[config.mk]
export PLATFORM = sky130hd
export DESIGN_NAME = gpio_ports_with_pin_remap
export DESIGN_NICKNAME = d
export VERILOG_FILES = /design/src/rtl/gpio_pkg.sv /design/src/rtl/gpio_ports_with_pin_remap.sv
export VERILOG_INCLUDE_DIRS = /design/src /design/src/rtl
export SDC_FILE = /design/constraint.sdc
export NUM_CORES = 1
export LEC_CHECK = 0
export BUFFER_PORTS_ARGS = -buffer_cell sky130_fd_sc_hd__buf_2
export CAP_MARGIN = 10
export CORE_MARGIN = 1
export CORE_UTILIZATION = 57
export CTS_CLUSTER_DIAMETER = 200
export CTS_CLUSTER_SIZE = 28
export DETAILED_ROUTE_END_ITERATION = 8
export PLACE_DENSITY = 0.91
export SYNTH_ARGS = -nofsm -noshare
export SYNTH_HDL_FRONTEND = slang
export SYNTH_SLANG_ARGS = --single-unit
[constraint.sdc]
create_clock -name clk_i -period 5.8 [get_ports clk_i]
set_input_delay 1.74 -clock clk_i [delete_from_list [all_inputs] [get_ports clk_i]]
set_output_delay 1.74 -clock clk_i [all_outputs]
set_load 0.02 [all_outputs]
[src/rtl/gpio_consts.svh]
// Purpose: register offsets, reset values and widths of the two-bank port block
// Assumes: byte addresses as printed, one 16-bit register per even address
// Notes: included by the port module only, not by the package
`ifndef GPIO_CONSTS_SVH
`define GPIO_CONSTS_SVH

`define ADDR_W 16
`define DATA_W 16
`define A_W 5
`define B_W 16

`define OFF_A_DIR 16'h0E00
`define OFF_A_PIN 16'h0E02
`define OFF_A_LAT 16'h0E04
`define OFF_A_ODC 16'h0E06
`define OFF_A_CNE 16'h0E08
`define OFF_A_PU 16'h0E0A
`define OFF_A_PD 16'h0E0C
`define OFF_A_ANS 16'h0E0E
`define OFF_B_DIR 16'h0E10
`define OFF_B_PIN 16'h0E12
`define OFF_B_LAT 16'h0E14
`define OFF_B_ODC 16'h0E16
`define OFF_B_CNE 16'h0E18
`define OFF_B_PU 16'h0E1A
`define OFF_B_PD 16'h0E1C
`define OFF_B_ANS 16'h0E1E

`define RST_A_DIR 5'h1F
`define RST_A_ANS 5'h07
`define MASK_A_ANS 5'h07
`define RST_ZERO_A 5'h00
`define RST_B_DIR 16'hFFFF
`define RST_B_ANS 16'h06FF
`define MASK_B_ANS 16'h06FF
`define RST_ZERO_B 16'h0000
`define RST_B_LAT 16'h0000

`endif

[src/rtl/gpio_pkg.sv]
// Purpose: types shared by the port block
// Assumes: nothing
// Notes: constants live in gpio_consts.svh
package gpio_pkg;
  typedef enum logic [1:0]
  {
    OWNER_GPIO = 2'h0,
    OWNER_REMAP = 2'h1,
    OWNER_DEDICATED = 2'h3
  } pin_owner_type;
endpackage

[src/rtl/gpio_ports_with_pin_remap.sv]
// Purpose: two-bank general-purpose port with pin ownership resolution
// Assumes: all inputs synchronous to clk_i; peripherals present one output per pin
// Notes: pad drive is split into out/oe; pulls and analog enables go to the pad cell
// Operation
// - one output function drives a pin
// - one remappable output may reach several pins
// - dedicated output beats remappable output
// - remappable inputs allowed beside dedicated functions
// - analog pin disables digital input, keeps output
// - many remappable inputs observe one pin
// - direction gates only the general output buffer
// - direction never gates input; software sets input
// - analog pins reset analog, input buffer off
// - only analog select gates digital input
// - bank A five bits, documented reset values
// - bank B sixteen bits, documented reset values
//
// The implementer's own choice: the strobed register port.
`timescale 1ns/1ps
`include "gpio_consts.svh"

module gpio_ports_with_pin_remap #(
  parameter int A_W = `A_W,
  parameter int B_W = `B_W
)(
  input wire logic clk_i,
  input wire logic resetn_i,
  input wire logic [`ADDR_W-1:0] addr_i,
  input wire logic [`DATA_W-1:0] wdata_i,
  input wire logic wr_i,
  input wire logic rd_i,
  output logic [`DATA_W-1:0] rdata_o,
  input wire logic [A_W-1:0] pad_a_i,
  output logic [A_W-1:0] pad_a_o,
  output logic [A_W-1:0] pad_a_oe_o,
  output logic [A_W-1:0] pad_a_pu_o,
  output logic [A_W-1:0] pad_a_pd_o,
  output logic [A_W-1:0] pad_a_analog_o,
  output logic [A_W-1:0] a_digital_in_o,
  input wire logic [A_W-1:0] ded_a_oe_i,
  input wire logic [A_W-1:0] ded_a_out_i,
  input wire logic [A_W-1:0] remap_a_oe_i,
  input wire logic [A_W-1:0] remap_a_out_i,
  input wire logic [B_W-1:0] pad_b_i,
  output logic [B_W-1:0] pad_b_o,
  output logic [B_W-1:0] pad_b_oe_o,
  output logic [B_W-1:0] pad_b_pu_o,
  output logic [B_W-1:0] pad_b_pd_o,
  output logic [B_W-1:0] pad_b_analog_o,
  output logic [B_W-1:0] b_digital_in_o,
  input wire logic [B_W-1:0] ded_b_oe_i,
  input wire logic [B_W-1:0] ded_b_out_i,
  input wire logic [B_W-1:0] remap_b_oe_i,
  input wire logic [B_W-1:0] remap_b_out_i,
  output logic [A_W-1:0] a_change_o,
  output logic [B_W-1:0] b_change_o
);

  // ==========================================================
  // register state
  logic [A_W-1:0] a_dir_r, a_dir_nxt, a_lat_r, a_lat_nxt, a_odc_r, a_odc_nxt;
  logic [A_W-1:0] a_cne_r, a_cne_nxt, a_pu_r, a_pu_nxt, a_pd_r, a_pd_nxt;
  logic [A_W-1:0] a_ans_r, a_ans_nxt, a_smp_r, a_smp_nxt;
  logic [B_W-1:0] b_dir_r, b_dir_nxt, b_lat_r, b_lat_nxt, b_odc_r, b_odc_nxt;
  logic [B_W-1:0] b_cne_r, b_cne_nxt, b_pu_r, b_pu_nxt, b_pd_r, b_pd_nxt;
  logic [B_W-1:0] b_ans_r, b_ans_nxt, b_smp_r, b_smp_nxt;
  logic [`DATA_W-1:0] rdata_nxt;

  function automatic logic hit(input logic [`ADDR_W-1:0] a, input logic [`ADDR_W-1:0] off);
    hit = (a == off);
  endfunction

  // widen a bank value to the data bus, upper bits read as zero
  function automatic logic [`DATA_W-1:0] zext_a(input logic [A_W-1:0] v);
    zext_a = '0;
    zext_a[A_W-1:0] = v;
  endfunction

  function automatic logic [`DATA_W-1:0] zext_b(input logic [B_W-1:0] v);
    zext_b = '0;
    zext_b[B_W-1:0] = v;
  endfunction

  // single winner per pin: dedicated, then remap, then the latch
  function automatic gpio_pkg::pin_owner_type pick_owner(input logic ded_oe, input logic rem_oe);
    if (ded_oe)
      pick_owner = gpio_pkg::OWNER_DEDICATED;
    else if (rem_oe)
      pick_owner = gpio_pkg::OWNER_REMAP;
    else
      pick_owner = gpio_pkg::OWNER_GPIO;
  endfunction

  // value of the winning driver
  function automatic logic pick_out(input gpio_pkg::pin_owner_type own, input logic ded,
    input logic rem, input logic lat);
    case (own)
      gpio_pkg::OWNER_DEDICATED: pick_out = ded;
      gpio_pkg::OWNER_REMAP: pick_out = rem;
      default: pick_out = lat;
    endcase
  endfunction

  // peripheral outputs override direction; open drain releases a high level
  function automatic logic pick_oe(input gpio_pkg::pin_owner_type own, input logic dir,
    input logic odc, input logic val);
    pick_oe = (own != gpio_pkg::OWNER_GPIO) || !dir;
    if (odc && val)
      pick_oe = 1'b0;
  endfunction

  // change flag: enabled, digital, and level moved since the last sample
  function automatic logic pick_chg(input logic cne, input logic ans, input logic now,
    input logic old);
    pick_chg = cne && !ans && (now != old);
  endfunction

  // ==========================================================
  // bank A software writes
  always_comb
  begin
    a_dir_nxt = a_dir_r;
    a_lat_nxt = a_lat_r;
    a_odc_nxt = a_odc_r;
    a_cne_nxt = a_cne_r;
    a_pu_nxt = a_pu_r;
    a_pd_nxt = a_pd_r;
    a_ans_nxt = a_ans_r;
    a_smp_nxt = pad_a_i;
    if (wr_i)
    begin
      if (hit(addr_i, `OFF_A_DIR))
        a_dir_nxt = wdata_i[A_W-1:0];
      // writing the pin level lands in the output latch
      if (hit(addr_i, `OFF_A_PIN) || hit(addr_i, `OFF_A_LAT))
        a_lat_nxt = wdata_i[A_W-1:0];
      if (hit(addr_i, `OFF_A_ODC))
        a_odc_nxt = wdata_i[A_W-1:0];
      if (hit(addr_i, `OFF_A_CNE))
        a_cne_nxt = wdata_i[A_W-1:0];
      if (hit(addr_i, `OFF_A_PU))
        a_pu_nxt = wdata_i[A_W-1:0];
      if (hit(addr_i, `OFF_A_PD))
        a_pd_nxt = wdata_i[A_W-1:0];
      if (hit(addr_i, `OFF_A_ANS))
        a_ans_nxt = wdata_i[A_W-1:0] & `MASK_A_ANS;
    end
  end

  // ==========================================================
  // bank B software writes
  always_comb
  begin
    b_dir_nxt = b_dir_r;
    b_lat_nxt = b_lat_r;
    b_odc_nxt = b_odc_r;
    b_cne_nxt = b_cne_r;
    b_pu_nxt = b_pu_r;
    b_pd_nxt = b_pd_r;
    b_ans_nxt = b_ans_r;
    b_smp_nxt = pad_b_i;
    if (wr_i)
    begin
      if (hit(addr_i, `OFF_B_DIR))
        b_dir_nxt = wdata_i[B_W-1:0];
      // writing the pin level lands in the output latch
      if (hit(addr_i, `OFF_B_PIN) || hit(addr_i, `OFF_B_LAT))
        b_lat_nxt = wdata_i[B_W-1:0];
      if (hit(addr_i, `OFF_B_ODC))
        b_odc_nxt = wdata_i[B_W-1:0];
      if (hit(addr_i, `OFF_B_CNE))
        b_cne_nxt = wdata_i[B_W-1:0];
      if (hit(addr_i, `OFF_B_PU))
        b_pu_nxt = wdata_i[B_W-1:0];
      if (hit(addr_i, `OFF_B_PD))
        b_pd_nxt = wdata_i[B_W-1:0];
      if (hit(addr_i, `OFF_B_ANS))
        b_ans_nxt = wdata_i[B_W-1:0] & `MASK_B_ANS;
    end
  end

  // ==========================================================
  // read mux, data one cycle after the strobe
  always_comb
  begin
    rdata_nxt = '0;
    if (rd_i)
    begin
      case (addr_i)
        `OFF_A_DIR: rdata_nxt = zext_a(a_dir_r);
        `OFF_A_PIN: rdata_nxt = zext_a(a_smp_r);
        `OFF_A_LAT: rdata_nxt = zext_a(a_lat_r);
        `OFF_A_ODC: rdata_nxt = zext_a(a_odc_r);
        `OFF_A_CNE: rdata_nxt = zext_a(a_cne_r);
        `OFF_A_PU: rdata_nxt = zext_a(a_pu_r);
        `OFF_A_PD: rdata_nxt = zext_a(a_pd_r);
        `OFF_A_ANS: rdata_nxt = zext_a(a_ans_r);
        `OFF_B_DIR: rdata_nxt = zext_b(b_dir_r);
        `OFF_B_PIN: rdata_nxt = zext_b(b_smp_r);
        `OFF_B_LAT: rdata_nxt = zext_b(b_lat_r);
        `OFF_B_ODC: rdata_nxt = zext_b(b_odc_r);
        `OFF_B_CNE: rdata_nxt = zext_b(b_cne_r);
        `OFF_B_PU: rdata_nxt = zext_b(b_pu_r);
        `OFF_B_PD: rdata_nxt = zext_b(b_pd_r);
        `OFF_B_ANS: rdata_nxt = zext_b(b_ans_r);
        default: rdata_nxt = '0;
      endcase
    end
  end

  // ==========================================================
  // pin ownership and pad drive
  logic [A_W-1:0] a_out_nxt, a_oe_nxt, a_din_nxt, a_chg_nxt;
  logic [A_W-1:0] a_pu_out_nxt, a_pd_out_nxt, a_ana_out_nxt;
  logic [B_W-1:0] b_out_nxt, b_oe_nxt, b_din_nxt, b_chg_nxt;
  logic [B_W-1:0] b_pu_out_nxt, b_pd_out_nxt, b_ana_out_nxt;
  gpio_pkg::pin_owner_type a_own [A_W];
  gpio_pkg::pin_owner_type b_own [B_W];

  always_comb
  begin
    for (int i = 0; i < A_W; i++)
    begin
      a_own[i] = pick_owner(ded_a_oe_i[i], remap_a_oe_i[i]);
      a_out_nxt[i] = pick_out(a_own[i], ded_a_out_i[i], remap_a_out_i[i], a_lat_r[i]);
      a_oe_nxt[i] = pick_oe(a_own[i], a_dir_r[i], a_odc_r[i], a_out_nxt[i]);
      // input buffer follows analog select only, shared by all observers
      a_din_nxt[i] = pad_a_i[i] & !a_ans_r[i];
      a_chg_nxt[i] = pick_chg(a_cne_r[i], a_ans_r[i], pad_a_i[i], a_smp_r[i]);
    end
    a_pu_out_nxt = a_pu_r;
    a_pd_out_nxt = a_pd_r;
    a_ana_out_nxt = a_ans_r;
  end

  always_comb
  begin
    for (int j = 0; j < B_W; j++)
    begin
      b_own[j] = pick_owner(ded_b_oe_i[j], remap_b_oe_i[j]);
      b_out_nxt[j] = pick_out(b_own[j], ded_b_out_i[j], remap_b_out_i[j], b_lat_r[j]);
      b_oe_nxt[j] = pick_oe(b_own[j], b_dir_r[j], b_odc_r[j], b_out_nxt[j]);
      // input buffer follows analog select only, shared by all observers
      b_din_nxt[j] = pad_b_i[j] & !b_ans_r[j];
      b_chg_nxt[j] = pick_chg(b_cne_r[j], b_ans_r[j], pad_b_i[j], b_smp_r[j]);
    end
    b_pu_out_nxt = b_pu_r;
    b_pd_out_nxt = b_pd_r;
    b_ana_out_nxt = b_ans_r;
  end

  // ==========================================================
  // bank A registers
  always_ff @(posedge clk_i)
  begin
    if (!resetn_i)
    begin
      a_dir_r <= `RST_A_DIR;
      a_lat_r <= `RST_ZERO_A;
      a_odc_r <= `RST_ZERO_A;
      a_cne_r <= `RST_ZERO_A;
      a_pu_r <= `RST_ZERO_A;
      a_pd_r <= `RST_ZERO_A;
      a_ans_r <= `RST_A_ANS;
      a_smp_r <= `RST_ZERO_A;
    end
    else
    begin
      a_dir_r <= a_dir_nxt;
      a_lat_r <= a_lat_nxt;
      a_odc_r <= a_odc_nxt;
      a_cne_r <= a_cne_nxt;
      a_pu_r <= a_pu_nxt;
      a_pd_r <= a_pd_nxt;
      a_ans_r <= a_ans_nxt;
      a_smp_r <= a_smp_nxt;
    end
  end

  // ==========================================================
  // bank B registers; the latch reset is a fixed zero, not left unknown
  always_ff @(posedge clk_i)
  begin
    if (!resetn_i)
    begin
      b_dir_r <= `RST_B_DIR;
      b_lat_r <= `RST_B_LAT;
      b_odc_r <= `RST_ZERO_B;
      b_cne_r <= `RST_ZERO_B;
      b_pu_r <= `RST_ZERO_B;
      b_pd_r <= `RST_ZERO_B;
      b_ans_r <= `RST_B_ANS;
      b_smp_r <= `RST_ZERO_B;
    end
    else
    begin
      b_dir_r <= b_dir_nxt;
      b_lat_r <= b_lat_nxt;
      b_odc_r <= b_odc_nxt;
      b_cne_r <= b_cne_nxt;
      b_pu_r <= b_pu_nxt;
      b_pd_r <= b_pd_nxt;
      b_ans_r <= b_ans_nxt;
      b_smp_r <= b_smp_nxt;
    end
  end

  // ==========================================================
  // read data register
  always_ff @(posedge clk_i)
  begin
    if (!resetn_i)
    begin
      rdata_o <= '0;
    end
    else
    begin
      rdata_o <= rdata_nxt;
    end
  end

  // ==========================================================
  // bank A pad outputs
  always_ff @(posedge clk_i)
  begin
    if (!resetn_i)
    begin
      pad_a_o <= `RST_ZERO_A;
      pad_a_oe_o <= `RST_ZERO_A;
      pad_a_pu_o <= `RST_ZERO_A;
      pad_a_pd_o <= `RST_ZERO_A;
      pad_a_analog_o <= `RST_A_ANS;
      a_digital_in_o <= `RST_ZERO_A;
      a_change_o <= `RST_ZERO_A;
    end
    else
    begin
      pad_a_o <= a_out_nxt;
      pad_a_oe_o <= a_oe_nxt;
      pad_a_pu_o <= a_pu_out_nxt;
      pad_a_pd_o <= a_pd_out_nxt;
      pad_a_analog_o <= a_ana_out_nxt;
      a_digital_in_o <= a_din_nxt;
      a_change_o <= a_chg_nxt;
    end
  end

  // ==========================================================
  // bank B pad outputs
  always_ff @(posedge clk_i)
  begin
    if (!resetn_i)
    begin
      pad_b_o <= `RST_ZERO_B;
      pad_b_oe_o <= `RST_ZERO_B;
      pad_b_pu_o <= `RST_ZERO_B;
      pad_b_pd_o <= `RST_ZERO_B;
      pad_b_analog_o <= `RST_B_ANS;
      b_digital_in_o <= `RST_ZERO_B;
      b_change_o <= `RST_ZERO_B;
    end
    else
    begin
      pad_b_o <= b_out_nxt;
      pad_b_oe_o <= b_oe_nxt;
      pad_b_pu_o <= b_pu_out_nxt;
      pad_b_pd_o <= b_pd_out_nxt;
      pad_b_analog_o <= b_ana_out_nxt;
      b_digital_in_o <= b_din_nxt;
      b_change_o <= b_chg_nxt;
    end
  end

endmodule

==> results.txt <==
- The number of max-slew violations in the final report came to 0.
- The critical path is of the in2reg type.
* Clock network power share: 31.7%
* Proportion of synthesized flip-flops having asynchronous set or reset: 0%
* Number of buffer and inverter stages on the critical path: 1
* Vias: 10720
- Following the worst setup path forward leads to its endpoint at b_cne_r[4].
- Filler Cell Count: 1563
- Among all stages on the critical path, the largest delay is contributed by sky130_fd_sc_hd__or4b_1.
* P_int: 0.002705 W
* Maximum vdd ir drop: 162.9 uV
* Delay of the slowest critical-path stage: ~0.96 ns
- Crit share post-route: 71.33%
- Summing every instance area after synthesis gives 0.01199 sq mm.
- Clock-pin slew was measured on the worst setup and hold paths at 0.11 ns.
- The run finished with clean final reports.
* Hold buffer count at cts: 0
- Setup violations remaining at the end of the flow were counted as 0.
* Number of detailed-routing iterations run before antenna repair: 6
- Power spread over the standard cell area amounts to 256.3 mW/mm^2.
- GPL Wtd Cong: 0.9459
- GRT overflow: 0
- The floorplan step defined a die boundary enclosing 0.02162 sq mm.
- Max transition margin: 20.28%
- At the worst endpoint, the arrival time is ~4.6 ns.
- Post-synth EDFFs: 0
- The number of antenna violations at the first check in global routing was 1.
* Most instantiated flip-flop cell in the synthesis netlist: sky130_fd_sc_hd__dfxtp_1
* Endpoint class of the critical path: flip-flop
- Post-synthesis cell count: 1314
- CTS root buf: sky130_fd_sc_hd__clkbuf_16
* List of cells traversed by the critical path: buf_2 > or4b_1 > nor4_4 > and2_1 > nand2_1 > a21boi_0
* Worst R2R Setup Slack: 4.00 ns
- Broken down by cell family, the worst path's largest delay share belongs to simple AND/OR/NAND/NOR gates.
- For the pin with the worst max-slew slack, the measured transition is 1.196 ns.
- Average cell area after synthesis: 9.127 sq um
- DRC violation count after routing: 0
- Post-CTS timing repair inserted 0 buffers for setup.
- Vertical die dimension: approximately 150 microns
- STA classifies the critical path startpoint as an input port.
- I/O pin count: ~300
- The via count of the first global-routing pass is 9850.
- For the worst flop-to-flop path, the logic depth is 5.
- The longest clock path from root to sink contains 3 buffers.
- Counting distinct cell types in the post-synthesis netlist gives 59.
- Cells with a size suffix above 1 make up 22.19% of the layout.
- Average via count per standard cell: 5.908
- Drt wl/cell: 19.33 microns
- Synthesis inferred between 300 and 400 register bits.
* Buffers on Ports: between 200 and 300
- Worst-Skew Late Latency: roughly 0.50 ns
- Wire length of the first global-routing pass: 53.59 mm
- P_leak: 5.745 nW
- The area growth from synthesis to layout is 14.76%.
- Once the floorplan was initialized, standard cells occupied 58.70% of the core.
- Deepest level of the CTS H-tree: 1
* Worst slack at placement: about 1.3 ns
- Clock tree synthesis found a total of 307 sinks.
- Combinational fraction of design power: 7.5%
- The startpoint identified for the worst register-to-register timing path is b_smp_r[3].
- The tool flagged a number of max-cap violations equal to 0.
- Between clock sinks in the finished design, the worst skew comes to 0.01223 ns.
- Net switching is a little under a quarter of the power.
- The critical path starts at addr_i[5].
- Maximum clock frequency: between 200 and 250 MHz
* Crit path depth: 6
- Data required time at the worst endpoint: 6.22 ns
- Maximum number of pins on one net before global-route repair: 141
- Critical path fanouts, max: 19
- Inserted Clock Buffers: 14
* Final Hold Violating Endpoints: 0
* Capturing point of the worst reg2reg path: rdata_o[3]
* Setup repair after global routing missed its margin: no
* Minimum clock period after layout: 4.137 ns
* Post-cts resize count: 0
- Sequential cell area fraction in the yosys report: 51.25%
* Drt first-iter violations: roughly 1400
- Registers are responsible for 60.8% of the overall power.
- Once detail routing completed, the nets flagged for antenna violations numbered 0.
- The core region is between 0.02 and 0.025 sq mm.
* Row count: 52
- Die width: between 100 and 150 microns
* Count of yosys warnings during synthesis: 0
- Global routing used 31.23% of the available tracks.
* Switching power: 0.0008218 W
* Crit path setup slack, layout: 1.663 ns
- The HPWL after detailed placement is 25.59 mm.
* CTS tree: built
- HP Class: reg2reg
- Adding up every negative setup slack in the final design gives 0 ns.
- Wires add up to 35.06 mm.
- Net count, final: 1682
-- per-layer routing --
| layer | up-vias | share of wire [%] | track usage (%) |
|---|---|---|---|
| li1 | 4880 | - | - |
| met1 | 5018 | 40 | 42.78 |
| met2 | 715 | 45 | 49.27 |
| met3 | 105 | 11 | 6.304 |
| met4 | 0 | 3.3 | 10.36 |
| met5 | - | 0 | 0 |
-- power by group through the flow --
stage	logic (W)	clock network (W)	registers, W
2_1_floorplan	0.000130	0	0.00221
3_3_place_gp	0.000251	0	0.00219
3_5_place_dp	0.000258	0	0.00219
4_1_cts	0.000259	0.00111	0.00214
5_1_grt	0.000283	0.00119	0.00215
6_report	0.000264	0.00112	0.00215
-- through the flow --
step	util [%]	std cells	power [W]	hold slack [ns]	cell area [sq um]
finish	67.37	1814	0.003527	0.4651	13760
global placement	65.48	1795	0.002444	0.4291	13380
CTS	67.33	1811	0.003519	0.4585	13760
detailed placement	65.48	1795	0.002451	0.4436	13380
floorplan	-	1321	0.002344	0.4136	12020
global route	67.34	1812	0.003624	0.4667	13760
-- cells in the mapped netlist (17+ instances only) --
cell / instances / area share [%]
sky130_fd_sc_hd__nand2_1: 316 / 9.9
sky130_fd_sc_hd__dfxtp_1: 307 / 51
sky130_fd_sc_hd__and2_1: 90 / 4.7
sky130_fd_sc_hd__a21boi_0: 60 / 3.8
sky130_fd_sc_hd__clkbuf_1: 50 / 1.6
sky130_fd_sc_hd__o21ai_0: 50 / 2.1
sky130_fd_sc_hd__nor2_1: 41 / 1.3
sky130_fd_sc_hd__a21boi_1: 40 / 2.5
sky130_fd_sc_hd__mux2i_1: 36 / 3.0
sky130_fd_sc_hd__nand3_1: 34 / 1.4
sky130_fd_sc_hd__buf_4: 23 / 1.4
sky130_fd_sc_hd__a21oi_1: 22 / 0.92
sky130_fd_sc_hd__a22oi_1: 21 / 1.3
sky130_fd_sc_hd__buf_2: 19 / 0.79
sky130_fd_sc_hd__a222oi_1: 18 / 1.5
sky130_fd_sc_hd__inv_1: 17 / 0.53
-- layout make-up --
class	count	area, sq um	area share [%]
Antenna cell	3	7.507	0.05455
Clock buffer	16	379.1	2.755
Inverter	17	63.81	0.4636
Multi-Input combinational cell	899	5294	38.46
Sequential cell	307	6146	44.65
Tap cell	270	337.8	2.455
Timing Repair Buffer	302	1535	11.15
-- placed cells by master, fill, tap and decap left out, types with 4 or more instances in the layout --
cell,count
sky130_fd_sc_hd__inv_1,17
sky130_fd_sc_hd__buf_4,7
sky130_fd_sc_hd__a21oi_1,22
sky130_fd_sc_hd__a22oi_1,21
sky130_fd_sc_hd__nor2_1,41
sky130_fd_sc_hd__or4_1,5
sky130_fd_sc_hd__a21boi_0,60
sky130_fd_sc_hd__mux4_2,4
sky130_fd_sc_hd__xor2_1,8
sky130_fd_sc_hd__xnor2_1,13
sky130_fd_sc_hd__nor3b_1,14
sky130_fd_sc_hd__buf_2,294
sky130_fd_sc_hd__a31oi_1,16
sky130_fd_sc_hd__nand2b_1,15
sky130_fd_sc_hd__nand2_1,316
sky130_fd_sc_hd__clkbuf_16,15
sky130_fd_sc_hd__a222oi_1,18
sky130_fd_sc_hd__conb_1,8
sky130_fd_sc_hd__dfxtp_1,307
sky130_fd_sc_hd__o21ai_0,50
sky130_fd_sc_hd__nor4_1,10
sky130_fd_sc_hd__a22o_1,10
sky130_fd_sc_hd__a21boi_1,40
sky130_fd_sc_hd__mux2i_1,36
sky130_fd_sc_hd__nor4_2,7
sky130_fd_sc_hd__and3_1,11
sky130_fd_sc_hd__and2_1,90
sky130_fd_sc_hd__nand3_1,34
sky130_fd_sc_hd__nor2b_1,7
-- how the worst min path moves through the flow --
stage | from | endpoint | slack [ns] | depth (start not counted)
finish | a_odc_r[4] | pad_a_oe_o[4] | 0.47 | 1
floorplan | a_odc_r[4] | pad_a_oe_o[4] | 0.41 | 1
global route | a_odc_r[4] | pad_a_oe_o[4] | 0.47 | 1
global placement | a_odc_r[4] | pad_a_oe_o[4] | 0.43 | 1
detailed placement | a_odc_r[4] | pad_a_oe_o[4] | 0.44 | 1
CTS | a_odc_r[4] | pad_a_oe_o[4] | 0.46 | 1
-- worst reg2reg max path: cells and delay by family, from the launching register on --
family | cells | cell delay [ns]
AOI/OAI and AO/OA | 3 | 0.76
DFF | 1 | 0.43
and+or+nand+nor | 1 | 0.42
muxes | 1 | 0.10
-- cell families (layout without fill, tap and decap cells) --
logic type / count (synthesis) / after routing / synth area share (%)
and+or+nand+nor: 577 / 577 / 23.75
DFF: 307 / 307 / 51.25
AOI/OAI and AO/OA: 253 / 253 / 14.86
buffers and inverters: 115 / 335 / 4.830
muxes: 40 / 40 / 3.756
xor gates and xnor gates: 21 / 21 / 1.534
other: 1 / 11 / 0.03127
Note: power is estimated with default switching activity, not from simulation.
